### src/rtl/fch_consts.svh
// constants of the flash command host: timing, op codes, register map
// Operation
// - host only sends listed command codes; code zero and unlisted ones never leave.
// - array-read code returns the device from any other mode to array reading; the model in erase setup takes it as a failed confirm, in write setup as data.
// - read-status code makes reads return the status byte.
// - erase is setup code then confirm code in the very next cycle.
// - write is setup code then address and data in the very next cycle.
// - bit seven is ready; poll it before trusting write and erase results.
// - command goes on low data lines, oe high, ce and we low; latched on rise.
`ifndef FCH_CONSTS_SVH
`define FCH_CONSTS_SVH

// timing, printed figures in ns and derived cycle counts at 50 MHz
`define FCH_CLK_NS 20
`define FCH_CYC(ns) ((((ns) + `FCH_CLK_NS - 1) / `FCH_CLK_NS))
`define FCH_STROBE_NS 70
`define FCH_ACCESS_NS 80
`define FCH_RECOVER_NS 20
`define FCH_RESET_NS 100
`define FCH_STROBE_CYC 4'(`FCH_CYC(`FCH_STROBE_NS))
`define FCH_ACCESS_CYC 4'(`FCH_CYC(`FCH_ACCESS_NS))
`define FCH_RECOVER_CYC 4'(`FCH_CYC(`FCH_RECOVER_NS))
`define FCH_RESET_CYC 4'(`FCH_CYC(`FCH_RESET_NS))

// device command codes
`define FCH_CODE_READ_ARRAY 8'hff
`define FCH_CODE_IDENTIFY 8'h90
`define FCH_CODE_READ_STATUS 8'h70
`define FCH_CODE_CLEAR_STATUS 8'h50
`define FCH_CODE_ERASE_SETUP 8'h20
`define FCH_CODE_ERASE_GO 8'hd0
`define FCH_CODE_WRITE_SETUP 8'h40
`define FCH_CODE_SUSPEND 8'hb0

// status byte fields
`define FCH_SR_READY 7
`define FCH_SR_SUSPEND 6
`define FCH_SR_ERASE_ERR 5
`define FCH_SR_WRITE_ERR 4
`define FCH_SR_SUPPLY_ERR 3
`define FCH_SR_RESET 8'h00

// own register map, byte addresses
`define FCH_REG_CTRL 4'h0
`define FCH_REG_ADDR 4'h4
`define FCH_REG_WDATA 4'h8
`define FCH_REG_STATUS 4'hc
`define FCH_RESP_OKAY 2'h0
`define FCH_RESP_SLVERR 2'h2

// stage codes of one sequence
`define FCH_STG_FIRST 2'h0
`define FCH_STG_SECOND 2'h1
`define FCH_STG_POLL 2'h2
`define FCH_STG_DONE 2'h3

`endif

### src/rtl/fch_pkg.sv
// types of the flash command host
package fch_pkg;
  // operations software may order through the control register
  typedef enum logic [3:0] {
    FCH_OP_READ_ARRAY = 4'h0,
    FCH_OP_IDENTIFY = 4'h1,
    FCH_OP_READ_STATUS = 4'h2,
    FCH_OP_CLEAR = 4'h3,
    FCH_OP_ERASE = 4'h4,
    FCH_OP_WRITE = 4'h5,
    FCH_OP_SUSPEND = 4'h6,
    FCH_OP_RESUME = 4'h7,
    FCH_OP_READ = 4'h8,
    FCH_OP_RESET = 4'h9
  } fch_op_type;

  typedef enum logic [4:0] {
    FCH_ST_IDLE = 5'h01,
    FCH_ST_ASSERT = 5'h02,
    FCH_ST_RELEASE = 5'h04,
    FCH_ST_RECOVER = 5'h08,
    FCH_ST_RSTPULSE = 5'h10
  } fch_state_type;

  // second bus cycle of a sequence
  typedef enum logic [1:0] {
    FCH_C2_NONE = 2'h0,
    FCH_C2_READ = 2'h1,
    FCH_C2_CODE = 2'h2,
    FCH_C2_DATA = 2'h3
  } fch_c2_type;

  typedef struct packed {
    logic c1_en;
    logic [7:0] c1;
    fch_c2_type c2;
    logic [7:0] c2_code;
    logic poll;
  } fch_plan_type;

  // pins driven toward the flash device
  typedef struct packed {
    logic [19:0] addr;
    logic [7:0] dq_o;
    logic dq_oe;
    logic ce_n;
    logic we_n;
    logic oe_n;
    logic rp_n;
  } fch_pins_type;

  typedef struct packed {
    logic [3:0] awaddr;
    logic awvalid;
    logic [31:0] wdata;
    logic [3:0] wstrb;
    logic wvalid;
    logic bready;
    logic [3:0] araddr;
    logic arvalid;
    logic rready;
  } fch_axi_req_type;

  typedef struct packed {
    logic awready;
    logic wready;
    logic [1:0] bresp;
    logic bvalid;
    logic arready;
    logic [31:0] rdata;
    logic [1:0] rresp;
    logic rvalid;
  } fch_axi_rsp_type;
endpackage

### src/rtl/fch_host.sv
// flash command host: AXI4-Lite registers in, flash bus cycles out
`timescale 1ns/10ps
`include "fch_consts.svh"
module fch_host (
  input wire logic aclk,
  input wire logic aresetn,
  input wire fch_pkg::fch_axi_req_type axi_req,
  output fch_pkg::fch_axi_rsp_type axi_rsp,
  input wire logic [7:0] flash_dq_i,
  output fch_pkg::fch_pins_type flash_pins
);
  import fch_pkg::*;

  fch_state_type state_q;
  fch_plan_type plan_q;
  // response channels as separate flops, one process each side
  logic awready_q;
  logic bvalid_q;
  logic [1:0] bresp_q;
  logic arready_q;
  logic rvalid_q;
  logic [31:0] rword_q;
  logic [1:0] rresp_q;
  fch_pins_type pins_q;
  logic [1:0] stage_q;
  logic [3:0] cnt_q;
  logic [19:0] addr_q;
  logic [7:0] wdata_q;
  logic [7:0] rdata_q;
  logic [7:0] sr_q;
  logic refused_q;
  logic busy_q;
  logic cur_rd_q;
  logic go;
  logic bad;
  logic wr_take;
  fch_op_type op_d;
  fch_plan_type plan_d;

  // ==========================================================
  // sequence planning
  // ==========================================================
  // only listed codes can ever be built here
  function automatic fch_plan_type plan_of(input fch_op_type op);
    fch_plan_type p;
    p = '{c1_en: 1'b1, c1: `FCH_CODE_READ_ARRAY, c2: FCH_C2_NONE,
          c2_code: `FCH_CODE_READ_ARRAY, poll: 1'b0};
    unique case (op)
      FCH_OP_READ_ARRAY: p.c1 = `FCH_CODE_READ_ARRAY;
      FCH_OP_IDENTIFY: begin
        p.c1 = `FCH_CODE_IDENTIFY;
        p.c2 = FCH_C2_READ;
      end
      FCH_OP_READ_STATUS: begin
        p.c1 = `FCH_CODE_READ_STATUS;
        p.c2 = FCH_C2_READ;
      end
      FCH_OP_CLEAR: p.c1 = `FCH_CODE_CLEAR_STATUS;
      FCH_OP_ERASE: begin
        p.c1 = `FCH_CODE_ERASE_SETUP;
        p.c2 = FCH_C2_CODE;
        p.c2_code = `FCH_CODE_ERASE_GO;
        p.poll = 1'b1;
      end
      FCH_OP_WRITE: begin
        p.c1 = `FCH_CODE_WRITE_SETUP;
        p.c2 = FCH_C2_DATA;
        p.poll = 1'b1;
      end
      FCH_OP_SUSPEND: begin
        p.c1 = `FCH_CODE_SUSPEND;
        p.poll = 1'b1; // wait for the ready bit only
      end
      FCH_OP_RESUME: p.c1 = `FCH_CODE_ERASE_GO;
      FCH_OP_READ: begin
        p.c1_en = 1'b0; // array read needs no repeated command
        p.c2 = FCH_C2_READ;
      end
      default: p.c1_en = 1'b0; // reset pulse, no bus cycle
    endcase
    return p;
  endfunction

  // stage after the one just finished
  function automatic logic [1:0] next_stage(input fch_plan_type p, input logic [1:0] stg,
                                            input logic ready);
    logic [1:0] n;
    n = `FCH_STG_DONE;
    if (stg == `FCH_STG_FIRST && p.c2 != FCH_C2_NONE) begin
      n = `FCH_STG_SECOND;
    end else if (stg != `FCH_STG_POLL && p.poll) begin
      n = `FCH_STG_POLL;
    end else if (stg == `FCH_STG_POLL && !ready) begin
      n = `FCH_STG_POLL; // busy: result bits not yet valid
    end
    return n;
  endfunction

  function automatic logic is_read(input fch_plan_type p, input logic [1:0] stg);
    return (stg == `FCH_STG_POLL) || (stg == `FCH_STG_SECOND && p.c2 == FCH_C2_READ);
  endfunction

  function automatic logic [7:0] byte_of(input fch_plan_type p, input logic [1:0] stg,
                                         input logic [7:0] wd);
    logic [7:0] b;
    b = p.c1;
    if (stg == `FCH_STG_SECOND) begin
      b = (p.c2 == FCH_C2_DATA) ? wd : p.c2_code;
    end
    return b;
  endfunction

  // ==========================================================
  // register bus
  // ==========================================================
  assign wr_take = axi_req.awvalid && axi_req.wvalid && !bvalid_q && !awready_q;
  assign op_d = fch_op_type'(axi_req.wdata[3:0]);
  assign plan_d = plan_of(op_d);
  // unknown ops, busy host, or write/erase while supply bit is set
  assign bad = busy_q || (axi_req.wdata[3:0] > 4'h9) ||
               ((op_d == FCH_OP_ERASE || op_d == FCH_OP_WRITE) && sr_q[`FCH_SR_SUPPLY_ERR]);
  assign go = wr_take && axi_req.awaddr == `FCH_REG_CTRL && axi_req.wstrb[0] && !bad;

  // write channel: address and data taken together, one response
  always_ff @(posedge aclk) begin
    if (!aresetn) begin
      awready_q <= 1'b0;
      bvalid_q <= 1'b0;
      bresp_q <= `FCH_RESP_OKAY;
    end else begin
      awready_q <= wr_take; // wready shares this flop
      if (wr_take) begin
        bvalid_q <= 1'b1;
        bresp_q <= (axi_req.awaddr == `FCH_REG_STATUS ||
                    axi_req.awaddr[1:0] != 2'h0) ? `FCH_RESP_SLVERR : `FCH_RESP_OKAY;
      end else if (axi_req.bready) begin
        bvalid_q <= 1'b0;
      end
    end
  end

  // address and data registers, low byte lanes only
  always_ff @(posedge aclk) begin
    if (!aresetn) begin
      addr_q <= 20'h00000;
      wdata_q <= 8'h00;
    end else if (wr_take && !busy_q) begin
      if (axi_req.awaddr == `FCH_REG_ADDR) begin
        if (axi_req.wstrb[0]) addr_q[7:0] <= axi_req.wdata[7:0];
        if (axi_req.wstrb[1]) addr_q[15:8] <= axi_req.wdata[15:8];
        if (axi_req.wstrb[2]) addr_q[19:16] <= axi_req.wdata[19:16];
      end
      if (axi_req.awaddr == `FCH_REG_WDATA && axi_req.wstrb[0]) begin
        wdata_q <= axi_req.wdata[7:0];
      end
    end
  end

  // refusal flag: set by a refused order, cleared by an accepted one
  always_ff @(posedge aclk) begin
    if (!aresetn) begin
      refused_q <= 1'b0;
    end else if (wr_take && axi_req.awaddr == `FCH_REG_CTRL) begin
      refused_q <= bad || !axi_req.wstrb[0];
    end
  end

  // read channel
  always_ff @(posedge aclk) begin
    if (!aresetn) begin
      arready_q <= 1'b0;
      rvalid_q <= 1'b0;
      rword_q <= 32'h00000000;
      rresp_q <= `FCH_RESP_OKAY;
    end else begin
      arready_q <= axi_req.arvalid && !rvalid_q && !arready_q;
      if (axi_req.arvalid && !rvalid_q && !arready_q) begin
        rvalid_q <= 1'b1;
        rresp_q <= `FCH_RESP_OKAY;
        unique case (axi_req.araddr)
          `FCH_REG_CTRL: rword_q <= {28'h0000000, plan_q.c1_en, 3'h0};
          `FCH_REG_ADDR: rword_q <= {12'h000, addr_q};
          `FCH_REG_WDATA: rword_q <= {24'h000000, wdata_q};
          // reserved status bits are passed raw, not interpreted
          `FCH_REG_STATUS: rword_q <= {8'h00, rdata_q, sr_q, 6'h00, refused_q, busy_q};
          default: begin
            rword_q <= 32'h00000000;
            rresp_q <= `FCH_RESP_SLVERR;
          end
        endcase
      end else if (axi_req.rready) begin
        rvalid_q <= 1'b0;
      end
    end
  end

  // ==========================================================
  // flash bus sequencer
  // ==========================================================
  always_ff @(posedge aclk) begin
    if (!aresetn) begin
      state_q <= FCH_ST_IDLE;
      plan_q <= '0;
      stage_q <= `FCH_STG_FIRST;
      cnt_q <= 4'h0;
      busy_q <= 1'b0;
      cur_rd_q <= 1'b0;
      pins_q <= '{addr: 20'h00000, dq_o: 8'h00, dq_oe: 1'b0, ce_n: 1'b1,
                  we_n: 1'b1, oe_n: 1'b1, rp_n: 1'b1};
    end else begin
      unique case (state_q)
        FCH_ST_IDLE: begin
          if (go && op_d == FCH_OP_RESET) begin
            busy_q <= 1'b1;
            pins_q.rp_n <= 1'b0; // clears device status, back to array read
            cnt_q <= `FCH_RESET_CYC;
            state_q <= FCH_ST_RSTPULSE;
          end else if (go) begin
            busy_q <= 1'b1;
            plan_q <= plan_d;
            stage_q <= plan_d.c1_en ? `FCH_STG_FIRST : `FCH_STG_SECOND;
            cnt_q <= 4'h0;
            state_q <= FCH_ST_RECOVER;
          end
        end
        FCH_ST_ASSERT: begin
          // read: data sampled at the end of the access window
          if (cnt_q == 4'h1 && cur_rd_q) begin
            state_q <= FCH_ST_RELEASE;
          end else if (cnt_q == 4'h1) begin
            pins_q.we_n <= 1'b1; // we rises first, command latched here
            state_q <= FCH_ST_RELEASE;
          end
          cnt_q <= cnt_q - 4'h1;
        end
        FCH_ST_RELEASE: begin
          // ce and oe rise every read, so frozen status refreshes next poll
          pins_q.ce_n <= 1'b1;
          pins_q.oe_n <= 1'b1;
          pins_q.dq_oe <= 1'b0;
          cnt_q <= `FCH_RECOVER_CYC;
          stage_q <= next_stage(plan_q, stage_q, flash_dq_i[`FCH_SR_READY]);
          state_q <= FCH_ST_RECOVER;
        end
        FCH_ST_RECOVER: begin
          if (cnt_q > 4'h1) begin
            cnt_q <= cnt_q - 4'h1;
          end else if (stage_q == `FCH_STG_DONE) begin
            busy_q <= 1'b0;
            state_q <= FCH_ST_IDLE;
          end else begin
            // address held stable over both cycles of a sequence
            cur_rd_q <= is_read(plan_q, stage_q);
            pins_q.addr <= addr_q;
            pins_q.ce_n <= 1'b0;
            pins_q.oe_n <= !is_read(plan_q, stage_q);
            pins_q.we_n <= is_read(plan_q, stage_q);
            pins_q.dq_oe <= !is_read(plan_q, stage_q); // oe stays high while driving
            pins_q.dq_o <= byte_of(plan_q, stage_q, wdata_q);
            cnt_q <= is_read(plan_q, stage_q) ? `FCH_ACCESS_CYC : `FCH_STROBE_CYC;
            state_q <= FCH_ST_ASSERT;
          end
        end
        FCH_ST_RSTPULSE: begin
          if (cnt_q == 4'h1) begin
            pins_q.rp_n <= 1'b1;
            cnt_q <= `FCH_RECOVER_CYC;
            stage_q <= `FCH_STG_DONE;
            state_q <= FCH_ST_RECOVER;
          end else begin
            cnt_q <= cnt_q - 4'h1;
          end
        end
      endcase
    end
  end

  // captured read data and the host's copy of the device status byte
  always_ff @(posedge aclk) begin
    if (!aresetn) begin
      rdata_q <= 8'h00;
      sr_q <= `FCH_SR_RESET;
    end else if (state_q == FCH_ST_RELEASE && cur_rd_q) begin
      rdata_q <= flash_dq_i;
      // every poll and status read refreshes the copy; error bits are the
      // device's own sticky ones, so the copy needs no merging
      if (stage_q == `FCH_STG_POLL || plan_q.c1 == `FCH_CODE_READ_STATUS) begin
        sr_q <= flash_dq_i; // failed confirm shows bits four and five here
      end
    end else if (go && op_d == FCH_OP_CLEAR) begin
      sr_q[`FCH_SR_ERASE_ERR:`FCH_SR_SUPPLY_ERR] <= 3'h0;
    end else if (go && op_d == FCH_OP_RESET) begin
      sr_q <= `FCH_SR_RESET;
    end
  end

  // device stays in status mode after erase, write, suspend; reads still see it
  // response word gathered from the channel flops, no logic in between
  assign axi_rsp = '{awready: awready_q, wready: awready_q, bresp: bresp_q,
                     bvalid: bvalid_q, arready: arready_q, rdata: rword_q,
                     rresp: rresp_q, rvalid: rvalid_q};
  assign flash_pins = pins_q;
endmodule // fch_host

### config.mk
export PLATFORM = sky130hd
export DESIGN_NAME = fch_host
export DESIGN_NICKNAME = d
export VERILOG_FILES = /design/src/rtl/fch_pkg.sv /design/src/rtl/fch_host.sv
export VERILOG_INCLUDE_DIRS = /design/src /design/src/rtl
export SDC_FILE = /design/constraint.sdc
export NUM_CORES = 1
export LEC_CHECK = 0
export BUFFER_PORTS_ARGS = -buffer_cell sky130_fd_sc_hd__buf_2
export CAP_MARGIN = 20
export CORE_MARGIN = 2
export CORE_UTILIZATION = 30
export CTS_BUF_LIST = sky130_fd_sc_hd__clkbuf_4
export DETAILED_ROUTE_END_ITERATION = 7
export PLACE_DENSITY = 0.58
export SYNTH_ARGS = -nofsm -noshare
export SYNTH_HDL_FRONTEND = slang
export SYNTH_SLANG_ARGS = --single-unit
### constraint.sdc
create_clock -name aclk -period 7.25 [get_ports aclk]
set_clock_uncertainty 0.2 [all_clocks]
set_input_delay 2.175 -clock aclk [delete_from_list [all_inputs] [get_ports aclk]]
set_output_delay 2.175 -clock aclk [all_outputs]
set_load 0.01 [all_outputs]
==> impl_results.html <==
<table>
<tr><th>Metric</th><th>Value</th></tr>
<tr><th colspan="2">Run status</th></tr>
<tr><td>Run status</td><td>complete, no violations</td></tr>
<tr><th colspan="2">Setup path</th></tr>
<tr><td>Number of cells on the worst reg-to-reg path</td><td>7</td></tr>
<tr><td>WP buf/inv</td><td>3</td></tr>
<tr><td>Beginning of the critical path</td><td>aresetn</td></tr>
<tr><td>Crit-path leading delay family</td><td>buffers and inverters</td></tr>
<tr><td>Required time of the critical path</td><td>7.54 ns</td></tr>
<tr><td>Register-to-register setup slack</td><td>4.40 ns</td></tr>
<tr><td>Cell-by-cell trace of the critical path</td><td>buf_2 &gt; clkinv_2 &gt; buf_4 &gt; a21oi_1 &gt; a32o_1</td></tr>
<tr><td>Source of the worst register-to-register timing path</td><td>state_q[4]</td></tr>
<tr><td>Startpoint types</td><td>primary input</td></tr>
<tr><td>CP endpoint kind</td><td>flip-flop</td></tr>
<tr><td>Slowest stage cell on the critical path</td><td>sky130_fd_sc_hd__clkinv_2</td></tr>
<tr><td>Worst Path Max Fanout</td><td>49</td></tr>
<tr><td>Crit path largest cell delay</td><td>0.69 ns</td></tr>
<tr><td>Reg-to-reg critical path endpoint</td><td>flash_pins[8]</td></tr>
<tr><td>Critical path type</td><td>primary input to flip-flop</td></tr>
<tr><td>Worst Path Arrival</td><td>4.27 ns</td></tr>
<tr><th colspan="2">Clock tree</th></tr>
<tr><td>Resized Gates After CTS</td><td>0</td></tr>
<tr><td>Worst skew pair latency</td><td>0.55 ns</td></tr>
<tr><td>Clock Sink Count</td><td>132</td></tr>
<tr><td>Clock-pin slew of the registers on the worst-case setup and hold paths</td><td>0.11 ns</td></tr>
<tr><td>Library cell used as clock root buffer</td><td>sky130_fd_sc_hd__clkbuf_4</td></tr>
<tr><td>CTS tree</td><td>done</td></tr>
<tr><td>Post-CTS Setup Bufs</td><td>0</td></tr>
<tr><td>Number of H-tree levels</td><td>4</td></tr>
<tr><td>Clock buffers created by TritonCTS</td><td>17</td></tr>
<tr><td>Bufs on Longest Clock Path</td><td>2</td></tr>
<tr><td>Hold-fix buffers at CTS</td><td>0</td></tr>
<tr><th colspan="2">Job</th></tr>
<tr><td>Max-capacitance violation count</td><td>0</td></tr>
<tr><th colspan="2">Floorplan</th></tr>
<tr><td>Total die area</td><td>19,900 um^2</td></tr>
<tr><td>Die outline height</td><td>141 um</td></tr>
<tr><td>CORE AREA</td><td>18,600 um^2</td></tr>
<tr><td>Initial standard-cell utilization of the core</td><td>30.4%</td></tr>
<tr><td>Number of rows created at floorplan</td><td>50</td></tr>
<tr><td>Boundary pin count</td><td>133</td></tr>
<tr><td>Width of the die</td><td>141 um</td></tr>
<tr><th colspan="2">Final layout</th></tr>
<tr><td>Net count, final</td><td>810</td></tr>
<tr><td>Synth-to-layout area growth</td><td>14.6%</td></tr>
<tr><td>Share of layout cells above drive strength 1</td><td>20.7%</td></tr>
<tr><td>Commonest non-fill, non-tap cell in the layout</td><td>sky130_fd_sc_hd__dfxtp_1</td></tr>
<tr><td>ANT cells</td><td>0</td></tr>
<tr><td>Final-layout fill cell count</td><td>1,975</td></tr>
<tr><td>Most used cells in the layout excluding fill and tap cells</td><td>132 x sky130_fd_sc_hd__dfxtp_1, 110 x sky130_fd_sc_hd__nor2_1, 110 x sky130_fd_sc_hd__buf_2</td></tr>
<tr><td>Final design area excluding fillers</td><td>6460 um^2</td></tr>
<tr><th colspan="2">Place</th></tr>
<tr><td>Port Buffers</td><td>109</td></tr>
<tr><td>Final GP Congestion</td><td>0.829</td></tr>
<tr><td>Worst setup slack before clock tree synthesis</td><td>2.52 ns</td></tr>
<tr><td>Placed Area</td><td>6240 um^2</td></tr>
<tr><td>Detailed placement HPWL</td><td>11,300 um</td></tr>
<tr><th colspan="2">Timing</th></tr>
<tr><td>Final number of setup-violating endpoints</td><td>0</td></tr>
<tr><td>Final-layout setup total negative slack</td><td>0 ns</td></tr>
<tr><td>Share of the clock period used by the worst path after layout</td><td>54.9%</td></tr>
<tr><td>Hold Vio Cnt, Final</td><td>0</td></tr>
<tr><td>Min setup slack post-route</td><td>3.27 ns</td></tr>
<tr><td>Final count of pins violating max slew</td><td>0</td></tr>
<tr><td>Tmin final</td><td>3.98 ns</td></tr>
<tr><td>Hold_ws</td><td>0.255 ns</td></tr>
<tr><td>Setup repair after global routing missed its margin</td><td>no</td></tr>
<tr><td>Headroom to the max-slew limit</td><td>34.2%</td></tr>
<tr><td>Worst Max-Slew Pin Slew</td><td>0.987 ns</td></tr>
<tr><td>Highest attainable clock frequency</td><td>251 MHz</td></tr>
<tr><th colspan="2">Route</th></tr>
<tr><td>Detailed Routing Iterations Pass 1</td><td>5</td></tr>
<tr><td>Via count normalized by instance count</td><td>4.93</td></tr>
<tr><td>Vias after detailed routing</td><td>4,907</td></tr>
<tr><td>1st-iter DRT viols</td><td>329</td></tr>
<tr><td>Remaining antenna violation count</td><td>0</td></tr>
<tr><td>Final routed wire length divided by cell count</td><td>15.7 um</td></tr>
<tr><td>Final wirelength</td><td>15,600 um</td></tr>
<tr><td>Residual DRC</td><td>0</td></tr>
<tr><th colspan="2">Global route</th></tr>
<tr><td>Largest net degree at the start of global routing</td><td>50</td></tr>
<tr><td>Antenna violations before repair</td><td>0</td></tr>
<tr><td>Number of global-route vias before repair</td><td>4,582</td></tr>
<tr><td>Wire length of the first global-routing pass</td><td>24,600 um</td></tr>
<tr><td>Residual overflow from global routing</td><td>0</td></tr>
<tr><td>Overall Global Routing Usage</td><td>15.8%</td></tr>
<tr><th colspan="2">Min path</th></tr>
<tr><td>Worst Hold Class</td><td>flip-flop to flip-flop</td></tr>
<tr><td>Startpoint of the lowest-slack hold path</td><td>flash_pins[18]</td></tr>
<tr><td>Worst-case hold path end point</td><td>flash_pins[18]</td></tr>
<tr><td>Cell depth of the worst hold path</td><td>2</td></tr>
<tr><th colspan="2">Yosys</th></tr>
<tr><td>Number of unique standard cell types used by synthesis</td><td>60</td></tr>
<tr><td>Post-synthesis cell type with the largest combined area</td><td>sky130_fd_sc_hd__dfxtp_1</td></tr>
<tr><td>Mean area per synthesized cell</td><td>8.44 um^2</td></tr>
<tr><td>Async set-reset flop share out of synthesis</td><td>0%</td></tr>
<tr><td>Number of standard cells after synthesis</td><td>668</td></tr>
<tr><td>Share of Yosys cell area claimed by the top area cell type</td><td>46.9%</td></tr>
<tr><td>Leading post-synthesis cells by cell area</td><td>sky130_fd_sc_hd__dfxtp_1 47%, sky130_fd_sc_hd__nor2_1 7.3%, sky130_fd_sc_hd__nand2_1 5.2%</td></tr>
<tr><td>Seq/Total Area, Yosys</td><td>46.9%</td></tr>
<tr><td>Total of flip-flops plus latches after synthesis</td><td>132</td></tr>
<tr><td>Dominant synthesized flop cell</td><td>sky130_fd_sc_hd__dfxtp_1</td></tr>
<tr><td>Post-Synthesis Cell Area</td><td>5640 um^2</td></tr>
<tr><td>Number of enable flip-flop cells after synthesis</td><td>0</td></tr>
<tr><td>Number of warnings issued by yosys</td><td>0</td></tr>
<tr><th colspan="2">Power</th></tr>
<tr><td>Worst vdd ir</td><td>113 uV</td></tr>
<tr><td>Leakage</td><td>2.74 nW</td></tr>
<tr><td>Power Density</td><td>202 nW/um^2</td></tr>
</table>
## worst max-delay path by stage
stage	cells after the start	slack (ns)	to
finish	5	3.27	sr_q[4]
global route	5	3.15	sr_q[3]
CTS	7	3.12	stage_q[0]
detailed placement	7	2.52	stage_q[0]
global placement	7	2.51	stage_q[0]
floorplan	8	3.24	plan_q[19]
## Yosys cell counts (2+ instances only)
cell	count
sky130_fd_sc_hd__nor3_1	21
sky130_fd_sc_hd__or2_2	2
sky130_fd_sc_hd__nor4_1	3
sky130_fd_sc_hd__xor2_1	2
sky130_fd_sc_hd__buf_6	2
sky130_fd_sc_hd__a21boi_0	2
sky130_fd_sc_hd__and2_1	7
sky130_fd_sc_hd__o22ai_1	3
sky130_fd_sc_hd__nand2b_1	7
sky130_fd_sc_hd__buf_4	15
sky130_fd_sc_hd__clkbuf_1	40
sky130_fd_sc_hd__buf_2	2
sky130_fd_sc_hd__o211a_1	3
sky130_fd_sc_hd__o21a_1	2
sky130_fd_sc_hd__ha_1	2
sky130_fd_sc_hd__or3b_2	2
sky130_fd_sc_hd__dfxtp_1	132
sky130_fd_sc_hd__a32o_1	3
sky130_fd_sc_hd__mux2i_1	27
sky130_fd_sc_hd__nand4b_1	3
sky130_fd_sc_hd__nor3b_1	7
sky130_fd_sc_hd__nor2b_1	8
sky130_fd_sc_hd__o21ai_0	16
sky130_fd_sc_hd__nand2_1	78
sky130_fd_sc_hd__and3_1	5
sky130_fd_sc_hd__nand4_1	3
sky130_fd_sc_hd__a211oi_1	10
sky130_fd_sc_hd__nor2_1	110
sky130_fd_sc_hd__a22o_1	7
sky130_fd_sc_hd__nor4b_1	2
sky130_fd_sc_hd__inv_1	5
sky130_fd_sc_hd__xnor2_1	4
sky130_fd_sc_hd__nand3_1	18
sky130_fd_sc_hd__mux2_2	3
sky130_fd_sc_hd__a22oi_1	17
sky130_fd_sc_hd__a21oi_1	58
sky130_fd_sc_hd__a221oi_1	14
## metal layers
metal | routed length, um | GRT usage (%) | vias to the layer above
li1 | - | - | 2478
met1 | 7650 | 21.6 | 2298
met2 | 7080 | 24.8 | 118
met3 | 699 | 3.87 | 13
met4 | 160 | 4.58 | 0
met5 | 0 | 0 | -
## cell families (layout without fill, tap and decap cells)
family | Yosys count | count (layout) | share of synthesized area [%]
multiplexers | 30 | 30 | 5.39
AND/OR/NAND/NOR | 283 | 283 | 23.4
other | 1 | 10 | 0.0665
XOR/XNOR | 6 | 6 | 0.932
adder cells (fa/ha/maj) | 2 | 2 | 0.444
flip-flops | 132 | 132 | 46.8
buffers and inverters | 67 | 152 | 5.79
AO/OA/AOI/OAI | 147 | 147 | 17.1
## tightest hold or removal path, stage by stage (launching register included)
cell                      delay (ns)
sky130_fd_sc_hd__dfxtp_1        0.32
sky130_fd_sc_hd__nand2_1        0.05
sky130_fd_sc_hd__a21oi_1        0.05
## registers in the layout (all words and copies together) (netlist names), 5 cells and up
| signal | flops |
|---|---|
| state_q | 5 |
| addr_q | 20 |
| flash_pins | 33 |
| rword_q | 24 |
| sr_q | 8 |
| rdata_q | 8 |
| plan_q | 11 |
| wdata_q | 8 |
## stage by stage
stage / power (mW) / instances / utilization [%]
2_1_floorplan: 0.871 / 677 / -
3_5_place_dp: 0.915 / 963 / 33.6
5_1_grt: 1.37 / 996 / 34.8
3_3_place_gp: 0.915 / 963 / 33.6
4_1_cts: 1.32 / 995 / 34.7
6_report: 1.30 / 996 / 34.8
## power breakdown
group          internal, mW  switching, mW
sequential            0.738         0.0154
clock                 0.134          0.271
combinational        0.0536         0.0903
## cell type report
cell class	instances	area, um^2	area share (%)
inverter	6	23.8	0.368
timing repair buffer	114	581	8.99
clock buffer	19	143	2.21
clock inverter	13	68.8	1.07
tap	234	293	4.53
sequential	132	2640	40.9
multi-input combinational	478	2710	41.9
Power figures use the tool's default switching activity.
